===== config.mk =====
export PLATFORM = sky130hd
export DESIGN_NAME = rbt16_core
export DESIGN_NICKNAME = d
export VERILOG_FILES = /design/src/shared/rbt16_pkg.sv /design/src/rtl/rbt16_core.sv /design/src/rtl/rbt16_fifo.sv
export SDC_FILE = /design/constraint.sdc
export NUM_CORES = 1
export LEC_CHECK = 0
export ABC_AREA = 1
export BUFFER_PORTS_ARGS = -buffer_cell sky130_fd_sc_hd__clkbuf_2
export CORE_MARGIN = 3
export CORE_UTILIZATION = 40
export CTS_CLUSTER_DIAMETER = 100
export DETAILED_ROUTE_END_ITERATION = 8
export MAX_ROUTING_LAYER = met4
export SLEW_MARGIN = 5
export SYNTH_ARGS = -nofsm -noshare
export SYNTH_HDL_FRONTEND = slang
export SYNTH_SLANG_ARGS = --single-unit

===== constraint.sdc =====
create_clock -name clk -period 4.9 [get_ports clk]
set_clock_uncertainty 0.1 [all_clocks]
set_input_delay 0.245 -clock clk [delete_from_list [all_inputs] [get_ports clk]]
set_output_delay 0.245 -clock clk [all_outputs]
set_load 0.1 [all_outputs]

===== src/shared/rbt16_pkg.sv =====
// Purpose: Constants and carrier types for the registered bus transceiver
// Assumes: 100 MHz clk, Avalon-MM register slave with 32-bit data
// Notes: Offsets are byte addresses of aligned 32-bit words
package rbt16_pkg;

    // ==========================================================
    // Geometry
    localparam int LANES = 2;
    localparam int LANE_W = 8;
    localparam int WORD_W = 16;
    localparam int ADDR_W = 5;
    localparam int DATA_W = 32;
    localparam int MASK_W = 2 * LANES;
    localparam int LOG_W = MASK_W + 2 * WORD_W;
    localparam int FIFO_DEPTH = 16;

    // ==========================================================
    // Register offsets
    localparam logic [ADDR_W-1:0] REG_CTRL = 5'h00;
    localparam logic [ADDR_W-1:0] REG_STATUS = 5'h04;
    localparam logic [ADDR_W-1:0] REG_STORE = 5'h08;
    localparam logic [ADDR_W-1:0] REG_LOG_DATA = 5'h0C;
    localparam logic [ADDR_W-1:0] REG_LOG_MASK = 5'h10;

    // ==========================================================
    // Field positions
    localparam int CTRL_LOG_EN_BIT = 0;
    localparam int STAT_EMPTY_BIT = 0;
    localparam int STAT_FULL_BIT = 1;
    localparam int STAT_OVF_BIT = 2;
    localparam int STAT_COUNT_LSB = 4;

    // ==========================================================
    // Reset values
    localparam logic RST_WAIT = 1'h1;
    localparam logic RST_LOG_EN = 1'h0;

    // ==========================================================
    // Carrier types
    typedef struct packed {
        logic [LANES-1:0] a_to_b_drive_enable;
        logic [LANES-1:0] b_to_a_drive_enable_low;
        logic [LANES-1:0] a_capture_clock;
        logic [LANES-1:0] b_capture_clock;
        logic [LANES-1:0] a_to_b_source_select;
        logic [LANES-1:0] b_to_a_source_select;
    } rbt16_ctl_t;

    typedef struct packed {
        logic [WORD_W-1:0] value;
        logic [LANES-1:0] drive;
    } rbt16_drv_t;

    typedef struct packed {
        logic [LANES-1:0] b_mask;
        logic [LANES-1:0] a_mask;
        logic [WORD_W-1:0] b_word;
        logic [WORD_W-1:0] a_word;
    } rbt16_log_t;

endpackage


===== src/rtl/rbt16_core.sv =====
// Purpose: Two-lane registered bus transceiver with capture log
// Assumes: Pins and capture clocks sampled synchronously to clk
// Notes: Driven outputs are registered, so live transfer lags one cycle
//
// Decided for this implementation: the Avalon-MM interface to the registers and the placing of the registers.
`timescale 1ns/10ps
`default_nettype none

// Functional notes
// - Two independent byte lanes, own controls each
// - Capture rising edge loads port into register
// - Capture edges ignore enables and selects
// - Isolation drives nothing; registers still load on capture edges
// - A-to-B live: port B follows port A
// - A-to-B stored: port B shows A register
// - B-to-A live: port A follows port B
// - B-to-A stored: port A shows B register
// - Both driven, both stored: crossed stored values out
// - Stored A-to-B shows newly captured value
// - Stored B-to-A shows newly captured value
// - Live transfer continues while capturing input
// - Input storable in either or both registers
// - All transfers non-inverting
// - Both live enabled forms retaining loop
module rbt16_core (
    // Clock and reset
    input wire logic clk,
    input wire logic rst,
    // Lane controls
    input wire rbt16_pkg::rbt16_ctl_t ctl,
    // Port A lines
    input wire logic [rbt16_pkg::WORD_W-1:0] port_a_in,
    output rbt16_pkg::rbt16_drv_t port_a_drv,
    // Port B lines
    input wire logic [rbt16_pkg::WORD_W-1:0] port_b_in,
    output rbt16_pkg::rbt16_drv_t port_b_drv,
    // Avalon-MM slave
    input wire logic [rbt16_pkg::ADDR_W-1:0] avs_address,
    input wire logic avs_read,
    input wire logic avs_write,
    input wire logic [rbt16_pkg::DATA_W-1:0] avs_writedata,
    output logic [rbt16_pkg::DATA_W-1:0] avs_readdata,
    output logic avs_waitrequest
);
    import rbt16_pkg::*;

    localparam int CW = $clog2(FIFO_DEPTH+1);

    // ==========================================================
    // State
    typedef struct packed {
        logic [WORD_W-1:0] a_side_register;
        logic [WORD_W-1:0] b_side_register;
        logic [LANES-1:0] a_cap_q;
        logic [LANES-1:0] b_cap_q;
        rbt16_drv_t a_drv;
        rbt16_drv_t b_drv;
        logic waitrequest;
        logic ack;
        logic [DATA_W-1:0] readdata;
        logic log_enable;
        logic overflow;
    } rbt16_st_t;

    rbt16_st_t r;
    rbt16_st_t next_r;

    logic [LANES-1:0] a_rise;
    logic [LANES-1:0] b_rise;
    logic take;
    logic rd_take;
    logic wr_take;
    logic log_valid;
    logic log_ready;
    logic log_out_valid;
    logic log_pop;
    logic [LOG_W-1:0] log_in;
    logic [LOG_W-1:0] log_out;
    logic [CW-1:0] log_count;
    rbt16_log_t head;

    // ==========================================================
    // Helpers
    // Rising edge of a sampled capture clock
    function automatic logic [LANES-1:0] rise_of(
        input logic [LANES-1:0] cur,
        input logic [LANES-1:0] prev
    );
        return cur & ~prev;
    endfunction

    // Address hit for one register word
    function automatic logic hit(
        input logic [ADDR_W-1:0] addr,
        input logic [ADDR_W-1:0] off
    );
        return addr == off;
    endfunction

    // ==========================================================
    // Capture edges and bus request terms
    // ungated edge detect
    assign a_rise = rise_of(ctl.a_capture_clock, r.a_cap_q);
    assign b_rise = rise_of(ctl.b_capture_clock, r.b_cap_q);
    assign take = (avs_read || avs_write) && !r.ack;
    assign rd_take = take && avs_read;
    assign wr_take = take && avs_write;
    assign log_pop = rd_take && hit(avs_address, REG_LOG_DATA);
    assign head = rbt16_log_t'(log_out);

    // ==========================================================
    // Next-state logic
    always_comb begin
        next_r = r;
        next_r.a_cap_q = ctl.a_capture_clock;
        next_r.b_cap_q = ctl.b_capture_clock;
        for (int l = 0; l < LANES; l++) begin
            if (a_rise[l]) begin
                next_r.a_side_register[l*LANE_W +: LANE_W] =
                    port_a_in[l*LANE_W +: LANE_W];
            end
            if (b_rise[l]) begin
                next_r.b_side_register[l*LANE_W +: LANE_W] =
                    port_b_in[l*LANE_W +: LANE_W];
            end
            next_r.b_drv.drive[l] = ctl.a_to_b_drive_enable[l];
            next_r.a_drv.drive[l] = !ctl.b_to_a_drive_enable_low[l];
            next_r.b_drv.value[l*LANE_W +: LANE_W] =
                ctl.a_to_b_source_select[l] ?
                next_r.a_side_register[l*LANE_W +: LANE_W] :
                port_a_in[l*LANE_W +: LANE_W];
            next_r.a_drv.value[l*LANE_W +: LANE_W] =
                ctl.b_to_a_source_select[l] ?
                next_r.b_side_register[l*LANE_W +: LANE_W] :
                port_b_in[l*LANE_W +: LANE_W];
        end
        // both live drive back each other
        // Bus answer one cycle after the request is taken
        next_r.ack = take;
        next_r.waitrequest = !take;
        if (take) begin
            next_r.readdata = '0;
        end
        if (rd_take) begin
            unique case (1'b1)
                hit(avs_address, REG_CTRL): begin
                    next_r.readdata[CTRL_LOG_EN_BIT] = r.log_enable;
                end
                hit(avs_address, REG_STATUS): begin
                    next_r.readdata[STAT_EMPTY_BIT] = !log_out_valid;
                    next_r.readdata[STAT_FULL_BIT] = !log_ready;
                    next_r.readdata[STAT_OVF_BIT] = r.overflow;
                    next_r.readdata[STAT_COUNT_LSB +: CW] = log_count;
                end
                hit(avs_address, REG_STORE): begin
                    next_r.readdata = {r.b_side_register,
                                       r.a_side_register};
                end
                hit(avs_address, REG_LOG_DATA): begin
                    if (log_out_valid) begin
                        next_r.readdata = {head.b_word, head.a_word};
                    end
                end
                hit(avs_address, REG_LOG_MASK): begin
                    if (log_out_valid) begin
                        next_r.readdata[MASK_W-1:0] =
                            {head.b_mask, head.a_mask};
                    end
                end
                default: begin
                    next_r.readdata = '0;
                end
            endcase
        end
        // Control write and overflow clear
        if (wr_take && hit(avs_address, REG_CTRL)) begin
            next_r.log_enable = avs_writedata[CTRL_LOG_EN_BIT];
        end
        if (wr_take && hit(avs_address, REG_STATUS) &&
            avs_writedata[STAT_OVF_BIT]) begin
            next_r.overflow = 1'h0;
        end
        // Dropped entry sets overflow; set wins over clear
        if (log_valid && !log_ready) begin
            next_r.overflow = 1'h1;
        end
    end

    // ==========================================================
    // State register
    always_ff @(posedge clk) begin
        r <= next_r;
        if (rst) begin
            r.a_cap_q <= '0;
            r.b_cap_q <= '0;
            r.a_drv <= '0;
            r.b_drv <= '0;
            r.waitrequest <= RST_WAIT;
            r.ack <= 1'h0;
            r.readdata <= '0;
            r.log_enable <= RST_LOG_EN;
            r.overflow <= 1'h0;
        end
    end

    // ==========================================================
    // Capture log
    // Each cycle with a capture pushes one entry when enabled and the log is not full
    assign log_valid = r.log_enable && ((a_rise | b_rise) != '0);
    assign log_in = {b_rise, a_rise, next_r.b_side_register,
                     next_r.a_side_register};

    rbt16_fifo #(
        .WIDTH(LOG_W),
        .DEPTH(FIFO_DEPTH)
    ) u_log (
        .clk(clk),
        .rst(rst),
        .in_valid(log_valid),
        .in_ready(log_ready),
        .in_data(log_in),
        .out_valid(log_out_valid),
        .out_ready(log_pop),
        .out_data(log_out),
        .count(log_count)
    );

    // Outputs straight from flip-flops
    assign port_a_drv = r.a_drv;
    assign port_b_drv = r.b_drv;
    assign avs_readdata = r.readdata;
    assign avs_waitrequest = r.waitrequest;

    for (genvar g = 0; g < LANES; g++) begin : g_chk
        localparam int LO = g * LANE_W;

    end
endmodule
`default_nettype wire


===== src/rtl/rbt16_fifo.sv =====
// Purpose: Synchronous FIFO with valid/ready on both sides
// Assumes: Single clock, synchronous active-high reset
// Notes: Memory is not reset; only pointers and count are
`timescale 1ns/10ps
`default_nettype none
module rbt16_fifo #(
    parameter int WIDTH = 36,
    parameter int DEPTH = 16
) (
    // Clock and reset
    input wire logic clk,
    input wire logic rst,
    // Fill side
    input wire logic in_valid,
    output logic in_ready,
    input wire logic [WIDTH-1:0] in_data,
    // Drain side
    output logic out_valid,
    input wire logic out_ready,
    output logic [WIDTH-1:0] out_data,
    // Fill level
    output logic [$clog2(DEPTH+1)-1:0] count
);
    localparam int PW = $clog2(DEPTH);
    localparam int CW = $clog2(DEPTH+1);

    typedef struct packed {
        logic [PW-1:0] wr_ptr;
        logic [PW-1:0] rd_ptr;
        logic [CW-1:0] count;
    } rbt16_fifo_st_t;

    rbt16_fifo_st_t r;
    rbt16_fifo_st_t next_r;
    logic [WIDTH-1:0] mem [DEPTH];
    logic push;
    logic pop;

    // Handshake terms
    assign in_ready = (r.count != CW'(DEPTH));
    assign out_valid = (r.count != '0);
    assign out_data = mem[r.rd_ptr];
    assign count = r.count;
    assign push = in_valid && in_ready;
    assign pop = out_valid && out_ready;

    // Pointer and count update
    always_comb begin
        next_r = r;
        if (push) begin
            next_r.wr_ptr = PW'((r.wr_ptr + 1'b1) % DEPTH);
        end
        if (pop) begin
            next_r.rd_ptr = PW'((r.rd_ptr + 1'b1) % DEPTH);
        end
        next_r.count = CW'(r.count + CW'(push) - CW'(pop));
    end

    // State register
    always_ff @(posedge clk) begin
        if (rst) begin
            r <= '0;
        end else begin
            r <= next_r;
        end
    end

    // Storage write
    always_ff @(posedge clk) begin
        if (push) begin
            mem[r.wr_ptr] <= in_data;
        end
    end

endmodule
`default_nettype wire


==> impl_metrics.py <==
metrics = {
    "clock_tree": {
        "clock_latency_ns": 0.61,
        "cts_max_path_buffers": 3,
        "cts_resized": 0,
        "cts.sink_count": 701,
        "cts_tree": "built",
        "cts_made_buffers": 73,
        "cts_root_buffer": "clkbuf_16",
        "cts_setup_buffers": 0,
        "htreeDepth": 3,
        "clk_pin_slew_ns": 0.06,
        "postCtsHoldBufs": 44,
    },
    "yosys": {
        "synth_top_area_frac": 0.598,
        "syn_area_mm2": 0.0289,
        "syn_nets": 2813,
        "ys_top_cells_by_area": "edfxtp_1 (60%), nand2_1 (11%), dfxtp_1 (8.7%)",
        "ys.flop_type": "edfxtp_1",
        "synth_cell_types": 38,
        "ys_seq_elements": 701,
        "synth.yosys.seq_area_share": 0.685,
        "synth.most_common_cell": "nand2_1",
        "synth_area_leader_cell": "edfxtp_1",
        "ys_top_cells_by_count": "nand2_1 (837), edfxtp_1 (576), nand3_1 (492)",
        "yosysWarnings": 0,
        "synthArstFlopShare": 0,
        "avgSynthCellArea_um2": 10.6,
        "syn_inst": 2716,
        "synth_edf_count": 576,
    },
    "cells_and_area": {
        "stdcell_count": 3813,
        "n_antenna_cell": 0,
        "nets": 2913,
        "design_area_mm2": 0.0331,
        "area_growth_pct": 14.5,
        "fillerInstances": 6380,
        "drive_above_1_share": 0.116,
    },
    "global_route": {
        "grt_max_degree": 170,
        "top_usage_layer": "met2",
        "antenna_found_initial": 0,
        "first_global_vias": 19000,
        "grtUsageMet1": 0.256,
        "grt_pass1_wl_mm": 110,
        "grtUsageTotal": 0.197,
        "use_met2": 0.312,
        "grt_remaining_overflow": 0,
        "met3_usage": 0.0343,
    },
    "route": {
        "viasPerCell": 5.12,
        "vias": 19500,
        "antenna_left": 0,
        "drt_iter0_markers": 1877,
        "drc_errors": 0,
        "drtPass1Iterations": 6,
        "detail_route.wl_per_cell_um": 19.1,
        "wirelength_mm": 72.7,
    },
    "timing": {
        "period_share": 0.677,
        "rsz0062_at_grt": "no",
        "finalMaxSlewViolations": 0,
        "setup_ws_ns": 1.58,
        "clock.fmax_mhz": 301,
        "setup_viol": 0,
        "tns_ns": 0,
        "period_needed_ns": 3.32,
        "relSlewSlack": 0.218,
        "final-hold-violation-count": 0,
        "tightestPinTransition_ns": 1.17,
    },
    "job": {
        "max-cap-violations": 0,
    },
    "power_and_ir_drop": {
        "peakVddDrop_v": 0.000285,
        "p_leak_nw": 12.9,
        "power_density_mw_per_mm2": 386,
    },
    "placed_design": {
        "gp_congestion": 0.788,
        "dp_hpwl_mm": 39.4,
        "place_ws_ns": 1.47,
        "dp_cells": 3637,
        "dpl_cell_area_mm2": 0.0303,
        "portBuffers": 123,
    },
    "setup_path": {
        "rrSetupSlack_ns": 1.58,
        "rr_startpoint": "r[75]$_SDFF_PP0_",
        "worstReg2RegEnd": "u_log.mem[9][25]$_DFFE_PP_",
        "critPathMaxFanout": 19,
        "crit_path_end_kind": "flop",
        "path_class": "flop to flop",
        "setup.worst_path.start_class": "flop",
        "reg2reg_depth": 7,
        "cp.arrival_ns": 3.53,
        "cp.required_ns": 5.11,
    },
    "floorplan": {
        "design.core.area_mm2": 0.0708,
        "num_io_pins": 154,
        "die_x_um": 275,
        "initial_core_util": 0.409,
        "num_rows": 97,
        "fp.dieH_um": 275,
        "die_area_mm2": 0.0755,
    },
    "worst_hold_path": {
        "min_from": "avs_write",
        "worstHoldEndpoint": "r[0]$_SDFFE_PP0P_",
        "hold_path_class": "primary input to flop",
        "holdPathStages": 6,
    },
    "run_status": {
        "status": "finished clean",
    },
}
==> how the worst max path moves through the flow <==
stage	startpoint	to	slack, ns	cells after the start
after CTS	r[75]$_SDFF_PP0_	u_log.mem[9][26]$_DFFE_PP_	1.54	7
final	r[75]$_SDFF_PP0_	u_log.mem[9][25]$_DFFE_PP_	1.58	7
after global placement	ctl[7]	u_log.mem[8][23]$_DFFE_PP_	1.54	9
after detailed placement	ctl[7]	u_log.mem[9][22]$_DFFE_PP_	1.47	9
after global routing	r[75]$_SDFF_PP0_	u_log.mem[1][22]$_DFFE_PP_	1.42	7
after floorplan	u_log.count[2]$_SDFF_PP0_	u_log.mem[0][0]$_DFFE_PP_	1.64	8
==> layout by cell type (no fill, tap or decap), types with 8 or more instances in the layout <==
| master | instances |
|---|---|
| nor2_1 | 37 |
| clkbuf_2 | 122 |
| inv_1 | 200 |
| nor2_4 | 18 |
| buf_12 | 10 |
| nand3_1 | 492 |
| o21ai_0 | 79 |
| clkbuf_16 | 76 |
| ha_1 | 11 |
| clkbuf_1 | 20 |
| dfxtp_1 | 121 |
| bufinv_16 | 8 |
| clkinv_2 | 12 |
| dlygate4sd3_1 | 44 |
| buf_4 | 66 |
| nand2_1 | 837 |
| a21oi_1 | 86 |
| clkinv_1 | 9 |
| edfxtp_1 | 576 |
==> where the power goes <==
part	switching, mW	internal [mW]
Combinational	0.473	0.128
Clock	2.24	3.33
Sequential	0.0269	6.59
==> per-stage QoR <==
stage | utilization | hold WS (ns) | power [mW]
2_1_floorplan | - | 0.217 | 7.14
3_3_place_gp | 0.428 | 0.302 | 7.31
3_5_place_dp | 0.428 | 0.305 | 7.32
4_1_cts | 0.468 | 0.0238 | 12.9
5_1_grt | 0.468 | 0.0683 | 13.2
6_report | 0.468 | 0.0574 | 12.8
==> cell type report <==
class,instances,area (um^2),area share
multi-input cells,1593,7180,0.217
clock buffers,100,2030,0.0614
well taps,940,1180,0.0355
inverters,205,779,0.0236
repair buffers,242,1750,0.0528
flip-flops and latches,701,19800,0.599
clock inverters,32,372,0.0112
==> layer usage <==
metal / share of wire / up-vias
met3: 0.068 / 144
met1: 0.43 / 9388
met4: 0.034 / 0
met2: 0.47 / 671
li1: - / 9321
met5: 0 / -
==> logic make-up (layout without fill, tap and decap cells) <==
logic type	after synthesis	after routing	synth area share
adders and majority gates	12	12	0.00545
and+or+nand+nor	1402	1402	0.206
DFF	701	701	0.685
AOI/OAI and AO/OA	176	176	0.0315
xor gates and xnor gates	3	3	0.000909
buffers and inverters	422	579	0.0712
==> critical path, cell delays in order, from the launching register on <==
cell      delay, ns
dfxtp_1        0.29
or2_1          0.58
nand4_1        0.31
nand3b_2       0.19
inv_2          0.16
nand2_1        0.25
nor2_4         0.74
buf_4          0.37
==> sequential cells by signal, indices dropped and copies added, names as in the netlist, named ones only <==
name and cells:
avs_readdata 32, avs_waitrequest 1, port_a_drv 18, port_b_drv 18, r 39, u_log.count 5
u_log.mem 576, u_log.r 8
No activity file was read; power rests on OpenSTA's default activity.
